<file path="config.mk">
export PLATFORM = sky130hd
export DESIGN_NAME = rx_bclk_config
export DESIGN_NICKNAME = d
export VERILOG_FILES = /design/src/verilog/rx_bclk_pkg.sv /design/src/verilog/bclk_divider.sv /design/src/verilog/bclk_edges.sv /design/src/verilog/rx_bclk_config.sv
export SDC_FILE = /design/constraint.sdc
export NUM_CORES = 1
export LEC_CHECK = 0
export BUFFER_PORTS_ARGS = -buffer_cell sky130_fd_sc_hd__buf_2
export CAP_MARGIN = 20
export CELL_PAD_IN_SITES_DETAIL_PLACEMENT = 1
export CELL_PAD_IN_SITES_GLOBAL_PLACEMENT = 2
export CORE_MARGIN = 2
export CORE_UTILIZATION = 31
export CTS_BUF_LIST = sky130_fd_sc_hd__clkbuf_4 sky130_fd_sc_hd__clkbuf_8
export DETAILED_ROUTE_END_ITERATION = 12
export PLACE_DENSITY = 0.79
export SLEW_MARGIN = 20
export SYNTH_ARGS = -nofsm -noshare
export SYNTH_HDL_FRONTEND = slang
export SYNTH_SLANG_ARGS = --single-unit
</file>
<file path="constraint.sdc">
create_clock -name aclk -period 2.4 [get_ports aclk]
set_input_delay 0.24 -clock aclk [delete_from_list [all_inputs] [get_ports aclk]]
set_output_delay 0.24 -clock aclk [all_outputs]
set_load 0.02 [all_outputs]
</file>
<file path="src/verilog/rx_bclk_pkg.sv">
/*
  constants for the receive bit-clock configuration block: register offsets,
  field positions, write masks, reset values and bus answers.
  assumes a 32-bit axi4-lite slave with 12 address bits decoded.
*/
package rx_bclk_pkg;

  // ==========================================================================
  // bus
  localparam int          ADDR_W        = 12;
  localparam logic [1:0]  RESP_OKAY     = 2'h0;
  localparam logic [1:0]  RESP_SLVERR   = 2'h2;
  localparam logic [11:0] CTRL_ADDR     = 12'h080;
  localparam logic [11:0] CONFIG_ADDR   = 12'h088;

  // ==========================================================================
  // receive_bit_clock_config fields
  localparam int          SYNC_LSB      = 30;
  localparam int          SWAP_BIT      = 29;
  localparam int          FEEDBACK_BIT  = 28;
  localparam int          MASTER_CLOCK_SOURCE_SELECT_LSB      = 26;
  localparam int          POLARITY_BIT  = 25;
  localparam int          DIRECTION_BIT = 24;
  localparam int          DIV_LSB       = 0;
  localparam int          DIV_W         = 8;
  localparam logic [31:0] CONFIG_WMASK  = 32'hff0000ff;
  localparam logic [31:0] CONFIG_RESET  = 32'h00000000;

  // sync field codes
  localparam logic [1:0]  SYNC_ASYNC    = 2'h0;
  localparam logic [1:0]  SYNC_WITH_TX  = 2'h1;

  // master clock select codes
  localparam logic [1:0]  MASTER_CLOCK_SOURCE_SELECT_BUS      = 2'h0;

  // ==========================================================================
  // control / status register fields
  localparam int          ENABLE_BIT    = 31;
  localparam int          ST_LEVEL_BIT  = 0;
  localparam int          ST_MASTER_BIT = 1;
  localparam int          ST_TXCLK_BIT  = 2;
  localparam int          ST_TXSYNC_BIT = 3;
  localparam logic        ENABLE_RESET  = 1'b0;

endpackage : rx_bclk_pkg
</file>
<file path="src/verilog/bclk_divider.sv">
/*
  bit-clock generator: toggles its output every (div + 1) source ticks, so
  the generated clock period is 2 * (div + 1) ticks of the selected source.
  assumes src_tick is a one-cycle enable pulse on aclk (or tied high for aclk).
*/
module bclk_divider #(
  parameter int DIV_W = 8
) (
  input  wire logic             aclk,
  input  wire logic             aresetn,
  input  wire logic             run,
  input  wire logic             src_tick,
  input  wire logic [DIV_W-1:0] div,
  output logic                  bclk_q
);

  // ==========================================================================
  // tick counter
  logic [DIV_W-1:0] count_q;
  logic [DIV_W-1:0] count_d;
  logic             wrap;

  assign wrap    = src_tick && (count_q >= div);
  assign count_d = wrap ? '0 : count_q + DIV_W'(1);

  // stopped generator parks low so a restart begins with a full low phase
  always_ff @(posedge aclk) begin
    if (!aresetn || !run) begin
      count_q <= '0;
      bclk_q  <= 1'b0;
    end else if (src_tick) begin
      count_q <= count_d;
      if (wrap) begin
        bclk_q <= ~bclk_q;
      end
    end
  end

endmodule : bclk_divider

</file>
<file path="src/verilog/bclk_edges.sv">
/*
  edge finder for the bit clock in use: one-cycle strobes for the sample edge
  and the drive edge, chosen by the polarity bit.
  assumes bclk is already synchronous to aclk and slower than aclk / 2.
*/
module bclk_edges (
  input  wire logic aclk,
  input  wire logic aresetn,
  input  wire logic enable,
  input  wire logic polarity,
  input  wire logic bclk,
  output logic      level_q,
  output logic      sample_q,
  output logic      drive_q
);

  // ==========================================================================
  // edges
  logic rise;
  logic fall;

  assign rise = bclk && !level_q;
  assign fall = !bclk && level_q;

  always_ff @(posedge aclk) begin
    if (!aresetn) begin
      level_q  <= 1'b0;
      sample_q <= 1'b0;
      drive_q  <= 1'b0;
    end else begin
      level_q  <= bclk;
      sample_q <= enable && (polarity ? rise : fall);
      drive_q  <= enable && (polarity ? fall : rise);
    end
  end

endmodule : bclk_edges

</file>
<file path="src/verilog/rx_bclk_config.sv">
/*
  receive bit-clock configuration: register file on axi4-lite, bit-clock
  source selection, generator and the edge strobes of the receiver.
  assumes all pin inputs and master clock ticks are synchronous to aclk and
  that software does not rewrite the configuration register while enabled.
*/
// The register offsets and the AXI4-Lite interface to the registers were left to the implementer.
// Function
// - the swap bit picks the normal bit clock at 0 and the alternate one at 1; the code applies it in sync modes 0 and 1 only.
// - with feedback set and an internal bit clock the receiver runs from the pad input, not the internal clock.
// - the two-bit master clock select picks bus clock or master clock option one to three for the generator.
// - polarity 0 drives on the rising edge and samples on the falling one; polarity 1 the reverse.
// - direction 0 takes the bit clock from outside as slave; direction 1 generates and drives it as master.
// - the generated bit clock is the selected source divided by twice (divider value plus one).
// - bits 23 to 8 of the configuration register are read-only zero.
// - in asynchronous mode with swap set the receiver takes the transmitter bit clock but keeps its own frame sync.
module rx_bclk_config (
  input  wire logic        aclk,
  input  wire logic        aresetn,
  // axi4-lite slave
  input  wire logic [11:0] s_axi_awaddr,
  input  wire logic [2:0]  s_axi_awprot,
  input  wire logic        s_axi_awvalid,
  output logic             s_axi_awready,
  input  wire logic [31:0] s_axi_wdata,
  input  wire logic [3:0]  s_axi_wstrb,
  input  wire logic        s_axi_wvalid,
  output logic             s_axi_wready,
  output logic [1:0]       s_axi_bresp,
  output logic             s_axi_bvalid,
  input  wire logic        s_axi_bready,
  input  wire logic [11:0] s_axi_araddr,
  input  wire logic [2:0]  s_axi_arprot,
  input  wire logic        s_axi_arvalid,
  output logic             s_axi_arready,
  output logic [31:0]      s_axi_rdata,
  output logic [1:0]       s_axi_rresp,
  output logic             s_axi_rvalid,
  input  wire logic        s_axi_rready,
  // master clock option ticks 1..3
  input  wire logic [2:0]  mclk_tick,
  // receive bit-clock pin
  input  wire logic        rx_bclk_i,
  output logic             rx_bclk_o,
  output logic             rx_bclk_oe,
  // transmitter bit clock, for sharing
  input  wire logic        tx_bclk,
  // serial data and receiver strobes
  input  wire logic        rx_data_i,
  output logic             rx_bit_q,
  output logic             rx_bit_valid_q,
  output logic             rx_drive_strobe,
  output logic             rx_use_tx_frame_sync
);

  // ==========================================================================
  // registers
  logic [31:0] config_q;
  logic        enable_q;

  logic [1:0]  sync_mode;
  logic        swap;
  logic        feedback;
  logic [1:0]  master_clock_source_select;
  logic        polarity;
  logic        direction;
  logic [7:0]  div;

  assign sync_mode = config_q[rx_bclk_pkg::SYNC_LSB +: 2];
  assign swap      = config_q[rx_bclk_pkg::SWAP_BIT];
  assign feedback  = config_q[rx_bclk_pkg::FEEDBACK_BIT];
  assign master_clock_source_select      = config_q[rx_bclk_pkg::MASTER_CLOCK_SOURCE_SELECT_LSB +: 2];
  assign polarity  = config_q[rx_bclk_pkg::POLARITY_BIT];
  assign direction = config_q[rx_bclk_pkg::DIRECTION_BIT];
  assign div       = config_q[rx_bclk_pkg::DIV_LSB +: rx_bclk_pkg::DIV_W];

  // ==========================================================================
  // axi write channel: address and data taken in either order
  logic        aw_held_q;
  logic [11:0] awaddr_q;
  logic        w_held_q;
  logic [31:0] wdata_q;
  logic [3:0]  wstrb_q;
  logic        bvalid_q;
  logic [1:0]  bresp_q;

  logic        do_write;
  logic        wr_config;
  logic        wr_ctrl;
  logic [31:0] strb_mask;
  logic [31:0] config_wr;

  assign s_axi_awready = !aw_held_q && !bvalid_q;
  assign s_axi_wready  = !w_held_q && !bvalid_q;
  assign s_axi_bvalid  = bvalid_q;
  assign s_axi_bresp   = bresp_q;

  assign do_write  = aw_held_q && w_held_q && !bvalid_q;
  assign wr_config = do_write && (awaddr_q == rx_bclk_pkg::CONFIG_ADDR);
  assign wr_ctrl   = do_write && (awaddr_q == rx_bclk_pkg::CTRL_ADDR);
  assign strb_mask = {{8{wstrb_q[3]}}, {8{wstrb_q[2]}}, {8{wstrb_q[1]}}, {8{wstrb_q[0]}}};
  // reserved middle bits never store, so they always read back as zero
  assign config_wr = (config_q & ~strb_mask) | (wdata_q & strb_mask & rx_bclk_pkg::CONFIG_WMASK);

  always_ff @(posedge aclk) begin
    if (!aresetn) begin
      aw_held_q <= 1'b0;
      awaddr_q  <= '0;
    end else if (s_axi_awvalid && s_axi_awready) begin
      aw_held_q <= 1'b1;
      awaddr_q  <= {s_axi_awaddr[11:2], 2'h0};
    end else if (do_write) begin
      aw_held_q <= 1'b0;
    end
  end

  always_ff @(posedge aclk) begin
    if (!aresetn) begin
      w_held_q <= 1'b0;
      wdata_q  <= '0;
      wstrb_q  <= '0;
    end else if (s_axi_wvalid && s_axi_wready) begin
      w_held_q <= 1'b1;
      wdata_q  <= s_axi_wdata;
      wstrb_q  <= s_axi_wstrb;
    end else if (do_write) begin
      w_held_q <= 1'b0;
    end
  end

  always_ff @(posedge aclk) begin
    if (!aresetn) begin
      bvalid_q <= 1'b0;
      bresp_q  <= rx_bclk_pkg::RESP_OKAY;
    end else if (do_write) begin
      bvalid_q <= 1'b1;
      bresp_q  <= (wr_config || wr_ctrl) ? rx_bclk_pkg::RESP_OKAY : rx_bclk_pkg::RESP_SLVERR;
    end else if (s_axi_bready) begin
      bvalid_q <= 1'b0;
    end
  end

  // no lock on the configuration while enabled: changing it mid-stream is
  // the caller's hazard, and a lock would hide such software faults
  always_ff @(posedge aclk) begin
    if (!aresetn) begin
      config_q <= rx_bclk_pkg::CONFIG_RESET;
    end else if (wr_config) begin
      config_q <= config_wr;
    end
  end

  always_ff @(posedge aclk) begin
    if (!aresetn) begin
      enable_q <= rx_bclk_pkg::ENABLE_RESET;
    end else if (wr_ctrl && wstrb_q[3]) begin
      enable_q <= wdata_q[rx_bclk_pkg::ENABLE_BIT];
    end
  end

  // ==========================================================================
  // bit-clock source selection
  logic src_tick;
  logic gen_bclk;
  logic own_bclk;
  logic use_tx_bclk;
  logic bclk_in_use;

  // bus clock ticks every cycle; options one to three arrive as enables
  assign src_tick = (master_clock_source_select == rx_bclk_pkg::MASTER_CLOCK_SOURCE_SELECT_BUS) ? 1'b1 : mclk_tick[master_clock_source_select - 2'h1];

  bclk_divider #(
    .DIV_W (rx_bclk_pkg::DIV_W)
  ) u_divider (
    .aclk     (aclk),
    .aresetn  (aresetn),
    .run      (direction),
    .src_tick (src_tick),
    .div      (div),
    .bclk_q   (gen_bclk)
  );

  // master drives the pin; slave listens only
  assign rx_bclk_o  = gen_bclk;
  assign rx_bclk_oe = direction;

  // feedback clocks from the pad, trading setup margin for output valid time
  assign own_bclk = (direction && !feedback) ? gen_bclk : rx_bclk_i;

  // swap flips which end's clock the receiver follows in sync modes 0 and 1; the other two modes ignore it and keep the own clock
  assign use_tx_bclk = (sync_mode == rx_bclk_pkg::SYNC_ASYNC)   ? swap :
                       (sync_mode == rx_bclk_pkg::SYNC_WITH_TX) ? !swap :
                       1'b0;
  assign bclk_in_use = use_tx_bclk ? tx_bclk : own_bclk;

  // own frame sync in asynchronous mode, even when the clock is borrowed
  assign rx_use_tx_frame_sync = (sync_mode != rx_bclk_pkg::SYNC_ASYNC);

  // ==========================================================================
  // edge strobes and data capture
  logic bclk_level;
  logic sample_strobe;

  bclk_edges u_edges (
    .aclk     (aclk),
    .aresetn  (aresetn),
    .enable   (enable_q),
    .polarity (polarity),
    .bclk     (bclk_in_use),
    .level_q  (bclk_level),
    .sample_q (sample_strobe),
    .drive_q  (rx_drive_strobe)
  );

  logic data_d1_q;

  // data is delayed one cycle to line up with the registered strobe
  always_ff @(posedge aclk) begin
    if (!aresetn) begin
      data_d1_q      <= 1'b0;
      rx_bit_q       <= 1'b0;
      rx_bit_valid_q <= 1'b0;
    end else begin
      data_d1_q      <= rx_data_i;
      rx_bit_valid_q <= sample_strobe;
      if (sample_strobe) begin
        rx_bit_q <= data_d1_q;
      end
    end
  end

  // ==========================================================================
  // axi read channel
  logic [31:0] status_word;
  logic [31:0] rd_mux;
  logic        rd_hit;
  logic [11:0] araddr_w;
  logic        rvalid_q;
  logic [31:0] rdata_q;
  logic [1:0]  rresp_q;

  assign araddr_w    = {s_axi_araddr[11:2], 2'h0};
  assign status_word = {enable_q, 27'h0, rx_use_tx_frame_sync, use_tx_bclk, direction, bclk_level};
  assign rd_hit      = (araddr_w == rx_bclk_pkg::CONFIG_ADDR) || (araddr_w == rx_bclk_pkg::CTRL_ADDR);
  assign rd_mux      = (araddr_w == rx_bclk_pkg::CONFIG_ADDR) ? config_q :
                       (araddr_w == rx_bclk_pkg::CTRL_ADDR)   ? status_word : 32'h00000000;

  assign s_axi_arready = !rvalid_q;
  assign s_axi_rvalid  = rvalid_q;
  assign s_axi_rdata   = rdata_q;
  assign s_axi_rresp   = rresp_q;

  always_ff @(posedge aclk) begin
    if (!aresetn) begin
      rvalid_q <= 1'b0;
      rdata_q  <= '0;
      rresp_q  <= rx_bclk_pkg::RESP_OKAY;
    end else if (s_axi_arvalid && s_axi_arready) begin
      rvalid_q <= 1'b1;
      rdata_q  <= rd_mux;
      rresp_q  <= rd_hit ? rx_bclk_pkg::RESP_OKAY : rx_bclk_pkg::RESP_SLVERR;
    end else if (s_axi_rready) begin
      rvalid_q <= 1'b0;
    end
  end

endmodule : rx_bclk_config

</file>
## Word level (Yosys, flattened, before mapping)

Index checks and enable logic that the tools add are counted.

- Flip-flop bits (word level): 134
- Bits of input ports: 79
- Output and inout bits: 47
- Logic and storage cells: 92

- Add/sub/neg operators: 2
- Order comparisons: 2
- Eq/ne operators: 5
- Multiplexer cells: 21
- Bitwise gates (word level): 5
- Reductions and logical operators: 37

Operators with widths:

| operator | number |
|---|---|
| bitwise AND 32 bit | 2 |
| two-way mux 32 bit | 2 |
| == test 10 x 6 -> 1 bit (second input constant) | 4 |
| NOT 32 bit | 1 |
| OR 32 bit | 1 |
| logical AND 1 bit | 16 |
| two-way mux 1 bit | 15 |
| logical NOT 1 bit | 10 |
| nonzero test 2 bit | 5 |
| adder 8 x 1 -> 8 bit (second input constant) | 1 |
| >= comparator 8 bit | 1 |
| two-way mux 8 bit | 1 |
| logical NOT 2 bit | 2 |
| two-way mux 2 bit | 2 |
| logical OR 1 bit | 3 |
| < comparator 2 x 3 -> 1 bit (second input constant) | 1 |
| binary-select mux 1 bit (select 2 bit) | 1 |
| == test 2 x 1 -> 1 bit (second input constant) | 1 |
| AND reduction 2 bit | 1 |
| subtractor 2 x 1 -> 2 bit (second input constant) | 1 |
| NOT 1 bit | 1 |

## Longest topological paths before layout

Gate-level depths: netlist of the first run.

- Depth in word-level cells: 8
- Gate-level depth with buffers: 8
- Depth with buffers taken out: 7

## Modules after synthesis

Synthesis of the first run repeated with hierarchy kept, for this count alone.

- Cells, all modules: 468
- Area, all modules: 4521.8 sq um

Modules (own cells, without submodules):

| module | times used | cells an instance | area an instance (sq um) | seq. area each (sq um) |
|---|---|---|---|---|
| rx_bclk_config | 1 | 391 | 3833.7 | 2082.0 |
| bclk_divider | 1 | 66 | 574.3 | 180.2 |
| bclk_edges | 1 | 11 | 113.9 | 60.1 |

## Worst setup path after synthesis of the first run

No wires, ideal clock.

- Path kind: register to register
- Start: register u_divider.count_q[0]
- End: register u_divider.count_q[4]
- Library setup time: 74 ps
- Data arrival time: 1937 ps
- Data required time: 2326 ps
- Slack: 389 ps
- Cell stages (with the launch flop): 8
- Buffers on the path: 0
- Period minus slack after synthesis: 2011 ps
- Path through: dfxtp_1 inv_1 ha_1 nand2b_1 a2111o_1 a211oi_2 o21ai_0 a31oi_1

- Longest elaborated chain between the ends: 3
- Elaborated cells on any way between the ends: 4
- Those cells by class: add/sub: 1; order compare: 1; mux: 1; reduce/logical: 1

Ends and longest elaborated chain:

| item | line | source |
|---|---|---|
| from (decl) | bclk_divider.sv:19 | `logic [DIV_W-1:0] count_q;` |
| from (signal assigned) | bclk_divider.sv:32 | `count_q <= count_d;` |
| >= comparator 8 bit | bclk_divider.sv:23 | `assign wrap = src_tick && (count_q >= div);` |
| logical AND 1 bit | bclk_divider.sv:23 |  |
| two-way mux 8 bit (*) | bclk_divider.sv:24 | `assign count_d = wrap ? '0 : count_q + DIV_W'(1);` |

Mark *: on every way between the ends. The rest lies on a longest branch, timed or not.
A chain may end at the register's enable or synchronous reset.

## Final worst setup path of the first run

- Start: register u_divider.count_q[0]
- End: register u_divider.count_q[2]

Same word-level chain as after synthesis.

==> results of run 1 <==
worst max-delay path: cells and delay by family (launching register included):
family,cells,cell delay (ns)
adder cells (fa/ha/maj),1,0.27
AND/OR/NAND/NOR,3,0.34
buffers and inverters,2,0.31
AO/OA/AOI/OAI,2,0.76
flip-flops,1,0.41
metrics by stage:
step	total power [uW]	util (%)
after detailed placement	2280	36.6
after global routing	4190	39.4
final	4000	39.4
after floorplan	2190	-
after CTS	4070	39.4
after global placement	2270	36.6
logic make-up (layout without fill, tap and decap cells):
kind of cell	after synthesis	after routing	synth area share, %
xor gates and xnor gates	4	4	0.784
DFF	116	116	52.0
muxes	8	8	1.96
AOI/OAI and AO/OA	108	108	14.4
adders and majority gates	10	10	2.80
buffers and inverters	44	156	4.76
and+or+nand+nor	218	218	23.2
other	1	2	0.0839
final timing paths:
check	from	cells after the start	to	slack, ns
worst min register to register	awaddr_q[6]	2	awaddr_q[6]	0.46
worst max register to register	u_divider.count_q[0]	8	u_divider.count_q[2]	0.25
worst min-delay path	rx_data_i	2	data_d1_q	0.03
worst max-delay path	u_divider.count_q[0]	8	u_divider.count_q[2]	0.25
routing by layer:
metal,up-vias,part of all wire [%]
met5,-,0
met4,0,1.1
met3,11,5.1
met2,86,48
met1,1849,46
li1,1927,-
cells in the final DEF (no fill, tap or decap), drive strengths merged, types with 4 or more instances in the layout:
| cell type | Yosys | final |
|---|---|---|
| a21oi | 61 | 61 |
| nor2 | 46 | 46 |
| inv | 14 | 16 |
| clkbuf | 19 | 17 |
| mux2 | 6 | 6 |
| and2 | 23 | 23 |
| ha | 10 | 10 |
| dfxtp | 116 | 116 |
| nand3 | 31 | 31 |
| nand2b | 8 | 8 |
| o21ai | 9 | 9 |
| buf | 10 | 109 |
| nand3b | 4 | 4 |
| a22oi | 32 | 32 |
| nand2 | 88 | 88 |
| clkinv | 1 | 9 |
layout make-up:
cell class                      instances  area (um2)
Clock inverter                         15         159
Timing Repair Buffer                  109         576
Fill cell                            1704        8480
Tap cell                              180         225
Sequential cell                       116        2320
Clock buffer                           17         234
Multi-Input combinational cell        350        1940
Inverter                               15        56.3
report_power, final:
group | leakage, uW | internal [uW] | switching (uW)
registers | 0.000940 | 1970 | 32.5
clock network | 0.000192 | 925 | 845
logic | 0.00112 | 86.3 | 149
total | 0.00225 | 2980 | 1030
==> out/qor.tcl, run 1 <==
set qor(synth_warnings) 0
set qor(drt-initial-drc-count) 245
set qor(worst_ep_required_time_ns) 2.78
set qor(clk_path_buf_depth) 2
set qor(synth.top_cell.area_share_pct) 52.0
set qor(rsz0062_at_grt) {no}
set qor(pwr_density_cell_nw_per_um2) 727
set qor(area_delta_synth_final_pct) 23.3
set qor(grt_first_pass_wirelength_um) 19600
set qor(ys.flop_type) {sky130_fd_sc_hd__dfxtp_1}
set qor(route.vias.total) 3873
set qor(cts.hold.buffers_added) 0
set qor(achievable-frequency_mhz) 466
set qor(final_hold_viol_count) 0
set qor(post_cts.repair.setup_buffers) 0
set qor(drv_slew) 0
set qor(post_route_cells_drive_above_1_share_pct) 25.1
set qor(initial_antenna_violation_count) 0
set qor(clock_tree.root_cell) {sky130_fd_sc_hd__clkbuf_8}
set qor(placement_rows) 43
set qor(fp.dieW_um) 124
set qor(worst_setup_path_end_kind) {flip-flop}
set qor(status) {finished clean}
set qor(startpoint_type) {flip-flop}
set qor(cts_repair_resize_count) 0
set qor(pre_cts_slack_ns) 0.302
set qor(ant_nets) 0
set qor(slew_headroom_pct) 51.6
set qor(syn-mean-instance-area_um2) 8.78
set qor(floorplan.core_area_um2) 14000
set qor(critical_path_cell_sequence) {inv_1 -> ha_1 -> nand2b_1 -> a2111o_1 -> a211oi_2 -> buf_4 -> nand4b_1 -> nand3_1}
set qor(final_nets) 698
set qor(fp.dieH_um) 124
set qor(synth-async-reset-ratio_pct) 0
set qor(grt_busiest_layer) {met2}
set qor(synth-edff-count) 0
set qor(diodes) 0
set qor(timing.critical_path.fanout_max) 6
set qor(grt_use_met2_pct) 27.9
set qor(critPathMaxStageDelay_ns) 0.44
set qor(dp_cells) 770
set qor(cts_tree) {done}
set qor(crit_slowest_cell) {sky130_fd_sc_hd__a2111o_1}
set qor(cts.htree.levels) 4
set qor(floorplan.initialDensity_pct) 31.9
set qor(setup_tns_ns) 0
set qor(synth.top_cells.by_area) {sky130_fd_sc_hd__dfxtp_1 52%, sky130_fd_sc_hd__nand2_1 7.4%, sky130_fd_sc_hd__a21oi_1 6.8%, sky130_fd_sc_hd__a22oi_1 5.4%, sky130_fd_sc_hd__nor2_1 3.9%}
set qor(placed_area_um2) 5120
set qor(path_clk_slew_ns) 0.07
set qor(max-cap-violations) 0
set qor(place_hpwl_um) 8890
set qor(standby_leakage_power_uw) 0.00225
set qor(groute.usage.overall_pct) 16.8
set qor(wl_per_cell_um) 15.2
set qor(number_of_failing_setup_endpoints_in_the_final_timing_report) 0
set qor(power.ir.vdd_worst_mv) 0.322
set qor(path_class_of_the_lowest_slack_min_delay_path) {in -> reg}
set qor(use_met3_pct) 5.04
set qor(post_synth_num_cell_types) 39
set qor(final_area_um2) 5510
set qor(drt_drc_violations_left) 0
set qor(grt_max_degree) 34
set qor(insertion_delay_ns) 0.44
set qor(detail_route.wirelength_um) 12200
set qor(cts_inserted_buffers) 17
set qor(seq_area_frac_synth_pct) 52.0
set qor(met1_use_gr_pct) 20.7
set qor(final.setup.worst_slack_ns) 0.254
set qor(worst_slew_pin_slew_ns) 0.726
set qor(io_pins) 126
set qor(fin_worst_skew_ns) 0.0101
set qor(syn_inst) 509
set qor(via_count_of_the_first_global_routing_pass) 3947
set qor(yosys.cell_count.top_type) {sky130_fd_sc_hd__dfxtp_1}
set qor(finished_layout_cells) 802
set qor(synth_largest_area_cell) {sky130_fd_sc_hd__dfxtp_1}
set qor(total_die_area_um2) 15400
set qor(io_buffer_count) 97
set qor(timing.hold.ws_ns) 0.0256
set qor(synth_area_um2) 4470
set qor(final.min_clock_period_ns) 2.15
set qor(cts_sinks) 116
set qor(synth_top_cells_by_count) {116 x sky130_fd_sc_hd__dfxtp_1, 88 x sky130_fd_sc_hd__nand2_1, 61 x sky130_fd_sc_hd__a21oi_1, 46 x sky130_fd_sc_hd__nor2_1, 32 x sky130_fd_sc_hd__a22oi_1}
set qor(gp_routability_congestion) 0.763
set qor(synth-seq-cells) 116
set qor(routed_via_density) 4.83
set qor(worst-setup-path-type) {reg -> reg}
set qor(grt_overflow_total) 0
set qor(worstPathArrival_ns) 2.53
set qor(final_worst_path_period_share_pct) 89.4
set qor(firstDrtPassIters) 4
(Power assumes the default switching activity.)
==> inputs of run 2 (changes only) <==
--- a/config.mk
+++ b/config.mk
@@ -5,15 +5,16 @@
 export SDC_FILE = /design/constraint.sdc
 export NUM_CORES = 1
 export LEC_CHECK = 0
+export ABC_AREA = 1
 export BUFFER_PORTS_ARGS = -buffer_cell sky130_fd_sc_hd__buf_2
 export CAP_MARGIN = 20
 export CELL_PAD_IN_SITES_DETAIL_PLACEMENT = 1
 export CELL_PAD_IN_SITES_GLOBAL_PLACEMENT = 2
 export CORE_MARGIN = 2
-export CORE_UTILIZATION = 31
+export CORE_UTILIZATION = 30
 export CTS_BUF_LIST = sky130_fd_sc_hd__clkbuf_4 sky130_fd_sc_hd__clkbuf_8
 export DETAILED_ROUTE_END_ITERATION = 12
-export PLACE_DENSITY = 0.79
+export PLACE_DENSITY = 0.8
 export SLEW_MARGIN = 20
 export SYNTH_ARGS = -nofsm -noshare
 export SYNTH_HDL_FRONTEND = slang
==> run 2 against run 1 <==
  * First-iteration DRC count decreased by 13%
  * Routed wire length increased by 4.6%
  * Register-to-register slack improved by 0.28 ns
  * Largest cell class unchanged
  * Hold slack improved by 0.026 ns
  * Critical path type unchanged
  * Combinational power increased by 27%
  * Synthesized area is 3.9% higher
  * Die area grew 7.1%
  * Cell area up 4.5%
  * Fmax grew 15%
  * Power is 7.0% higher
==> out/qor.tcl, run 2 <==
set qor(status) {finished clean} ;# unchanged
set qor(ys.flop_type) {sky130_fd_sc_hd__dfxtp_1} ;# unchanged
set qor(post_route_cells_drive_above_1_share_pct) 19.1 ;# was 25.1%
set qor(synth_warnings) 0 ;# unchanged
set qor(grt_overflow_total) 0 ;# unchanged
set qor(pre_cts_slack_ns) 0.546 ;# was 0.302 ns
set qor(startpoint_type) {flip-flop} ;# unchanged
set qor(groute.usage.overall_pct) 16.5 ;# was 16.8%
set qor(wl_per_cell_um) 13.7 ;# was 15.2 um
set qor(placement_rows) 45 ;# was 43
set qor(final_hold_viol_count) 0 ;# unchanged
set qor(initial_antenna_violation_count) 0 ;# unchanged
set qor(via_count_of_the_first_global_routing_pass) 4327 ;# was 3,947
set qor(final_worst_path_period_share_pct) 77.7 ;# was 89.4%
set qor(finished_layout_cells) 930 ;# was 802
set qor(syn_inst) 631 ;# was 509
set qor(slew_headroom_pct) 54.2 ;# was 51.6%
set qor(grt_max_degree) 74 ;# was 34
set qor(clk_path_buf_depth) 2 ;# unchanged
set qor(worst-setup-path-type) {reg -> reg} ;# unchanged
set qor(area_delta_synth_final_pct) 24.0 ;# was 23.3%
set qor(critical_path_cell_sequence) {inv_1 -> ha_1 -> nor2_1 -> nor2_1 -> nand2_1 -> nand2_1 -> nand2_1 -> nor2_1} ;# was inv_1 -> ha_1 -> nand2b_1 -> a2111o_1 -> a211oi_2 -> buf_4 -> nand4b_1 -> nand3_1
set qor(drv_slew) 0 ;# unchanged
set qor(rsz0062_at_grt) {no} ;# unchanged
set qor(layout_commonest_cell) {sky130_fd_sc_hd__nor2_1} ;# was sky130_fd_sc_hd__dfxtp_1
set qor(fp.dieH_um) 128 ;# was 124 um
set qor(synth_top_cells_by_count) {121 x sky130_fd_sc_hd__nor2_1, 116 x sky130_fd_sc_hd__dfxtp_1, 113 x sky130_fd_sc_hd__nand2_1, 72 x sky130_fd_sc_hd__inv_1, 59 x sky130_fd_sc_hd__o21ai_0} ;# was 116 x sky130_fd_sc_hd__dfxtp_1, 88 x sky130_fd_sc_hd__nand2_1, 61 x sky130_fd_sc_hd__a21oi_1, 46 x sky130_fd_sc_hd__nor2_1, 32 x sky130_fd_sc_hd__a22oi_1
set qor(final_cell_mix) {121 x sky130_fd_sc_hd__nor2_1, 116 x sky130_fd_sc_hd__dfxtp_1, 113 x sky130_fd_sc_hd__nand2_1, 97 x sky130_fd_sc_hd__buf_2, 72 x sky130_fd_sc_hd__inv_1} ;# was 116 x sky130_fd_sc_hd__dfxtp_1, 97 x sky130_fd_sc_hd__buf_2, 88 x sky130_fd_sc_hd__nand2_1, 61 x sky130_fd_sc_hd__a21oi_1, 46 x sky130_fd_sc_hd__nor2_1
set qor(clock_tree.root_cell) {sky130_fd_sc_hd__clkbuf_8} ;# unchanged
set qor(path_class_of_the_lowest_slack_min_delay_path) {in -> reg} ;# unchanged
set qor(floorplan.core_area_um2) 15100 ;# was 14,000 um2
set qor(path_clk_slew_ns) 0.07 ;# about the same
set qor(seq_area_frac_synth_pct) 50.0 ;# was 52.0%
set qor(ant_nets) 0 ;# unchanged
set qor(synth.top_cells.by_area) {sky130_fd_sc_hd__dfxtp_1 50%, sky130_fd_sc_hd__nor2_1 9.8%, sky130_fd_sc_hd__nand2_1 9.1%, sky130_fd_sc_hd__o21ai_0 6.4%, sky130_fd_sc_hd__inv_1 5.8%} ;# was sky130_fd_sc_hd__dfxtp_1 52%, sky130_fd_sc_hd__nand2_1 7.4%, sky130_fd_sc_hd__a21oi_1 6.8%, sky130_fd_sc_hd__a22oi_1 5.4%, sky130_fd_sc_hd__nor2_1 3.9%
set qor(place_hpwl_um) 9310 ;# was 8890 um
set qor(final_nets) 818 ;# was 698
set qor(achievable-frequency_mhz) 536 ;# was 466 MHz
set qor(power.ir.vdd_worst_mv) 0.341 ;# was 0.322 mV
set qor(worstPathArrival_ns) 2.18 ;# was 2.53 ns
set qor(dp_cells) 897 ;# was 770
set qor(drt-initial-drc-count) 213 ;# was 245
set qor(cts_tree) {done} ;# unchanged
set qor(insertion_delay_ns) 0.44 ;# about the same
set qor(diodes) 0 ;# unchanged
set qor(number_of_failing_setup_endpoints_in_the_final_timing_report) 0 ;# unchanged
set qor(syn-mean-instance-area_um2) 7.36 ;# was 8.78 um2
set qor(synth_area_um2) 4640 ;# was 4470 um2
set qor(power.total_uw) 4290 ;# was 4000 uW
set qor(total_die_area_um2) 16500 ;# was 15,400 um2
set qor(setup_tns_ns) 0 ;# unchanged
set qor(worst_setup_path_end_kind) {flip-flop} ;# unchanged
set qor(cts.htree.levels) 4 ;# unchanged
set qor(gp_routability_congestion) 0.764 ;# was 0.763
set qor(fp.dieW_um) 128 ;# was 124 um
set qor(routed_via_density) 4.60 ;# was 4.83
set qor(yosys.cell_count.top_type) {sky130_fd_sc_hd__nor2_1} ;# was sky130_fd_sc_hd__dfxtp_1
set qor(cts_inserted_buffers) 17 ;# unchanged
set qor(standby_leakage_power_uw) 0.00275 ;# was 0.00225 uW
set qor(route.vias.total) 4280 ;# was 3,873
set qor(final.setup.worst_slack_ns) 0.535 ;# was 0.254 ns
set qor(fin_worst_skew_ns) 0.00689 ;# was 0.0101 ns
set qor(grt_first_pass_wirelength_um) 21100 ;# was 19,600 um
set qor(synth-async-reset-ratio_pct) 0 ;# unchanged
set qor(firstDrtPassIters) 6 ;# was 4
set qor(synth-seq-cells) 116 ;# unchanged
set qor(timing.critical_path.fanout_max) 13 ;# was 6
set qor(critPathMaxStageDelay_ns) 0.42 ;# was 0.44 ns
set qor(crit_slowest_cell) {sky130_fd_sc_hd__dfxtp_1} ;# was sky130_fd_sc_hd__a2111o_1
set qor(max-cap-violations) 0 ;# unchanged
set qor(worst_ep_required_time_ns) 2.71 ;# was 2.78 ns
set qor(cts.hold.buffers_added) 1 ;# was 0
set qor(synth.top_cell.area_share_pct) 50.0 ;# was 52.0%
set qor(cts_sinks) 116 ;# unchanged
set qor(worst_slew_pin_slew_ns) 0.682 ;# was 0.726 ns
set qor(final.min_clock_period_ns) 1.86 ;# was 2.15 ns
set qor(io_buffer_count) 97 ;# unchanged
set qor(pwr_density_cell_nw_per_um2) 745 ;# was 727 nW/um2
set qor(post_cts.repair.setup_buffers) 0 ;# unchanged
set qor(cts_repair_resize_count) 0 ;# unchanged
set qor(synth-edff-count) 0 ;# unchanged
set qor(floorplan.initialDensity_pct) 30.7 ;# was 31.9%
set qor(io_pins) 126 ;# unchanged
set qor(post_synth_num_cell_types) 28 ;# was 39
set qor(drt_drc_violations_left) 0 ;# unchanged
set qor(detail_route.wirelength_um) 12700 ;# was 12,200 um
set qor(synth_largest_area_cell) {sky130_fd_sc_hd__dfxtp_1} ;# unchanged
-- run 2: cell count changes after synthesis, sizes merged, moves of 8 or more --
cell    before  now
nor2        46  123
o21ai        9   68
and2        23    0
nand2       88  114
a21oi       61   28
a22oi       32    0
nand3       31   53
nand2b       8    0
inv         14   72
-- run 2: through the flow --
step | area, um2 | hold WS (ns) | utilization (%)
after CTS | 5760 | 0.0225 | 38.0
final | 5760 | 0.0514 | 38.0
after floorplan | 4650 | 0.338 | -
after detailed placement | 5310 | 0.426 | 35.0
after global routing | 5760 | 0.0563 | 38.0
after global placement | 5310 | 0.417 | 35.0
-- run 2: cell type report --
cell class	instances	area [um2]
timing repair buffer	104	553
tap	188	235
inverter	75	282
multi-input combinational	415	1920
clock inverter	9	123
sequential	116	2320
fill	1912	9390
clock buffer	23	317
-- run 2: worst max-delay path: cells and delay by family (launching register included) --
kind | cells | cell delay [ns]
and+or+nand+nor | 6 | 0.92
DFF | 1 | 0.42
adders and majority gates | 1 | 0.32
buffers and inverters | 1 | 0.09
-- run 2: worst paths after layout --
check                  start                    to  slack, ns  cells after the start
min reg2reg        data_d1_q              rx_bit_q       0.43                      2
max reg2reg        flip-flop  u_divider.count_q[4]       0.54                      8
max                flip-flop  u_divider.count_q[4]       0.54                      8
min          s_axi_awaddr[9]           awaddr_q[9]       0.05                      3
-- run 2: logic make-up after synthesis --
| family | Yosys count | share of synthesized area [%] |
|---|---|---|
| AO/OA/AOI/OAI | 98 | 10.7 |
| buffers and inverters | 101 | 8.62 |
| AND/OR/NAND/NOR | 301 | 27.2 |
| adder cells (fa/ha/maj) | 10 | 2.69 |
| flip-flops | 116 | 50.0 |
| XOR/XNOR | 4 | 0.754 |
| other | 1 | 0.0808 |
-- run 2: where the power goes --
group / switching (uW) / internal (uW) / leakage, uW
sequential: 33.0 / 1990 / 0.000944
clock: 782 / 1180 / 0.000227
combinational: 194 / 105 / 0.00158
total: 1010 / 3280 / 0.00275
-- run 2: per-layer routing --
layer,up-vias,routed length [um],GRT usage [%]
met5,-,0,0
met4,0,228,6.98
met3,15,778,5.41
met1,1992,5920,20.0
met2,86,5790,27.0
li1,2187,-,-
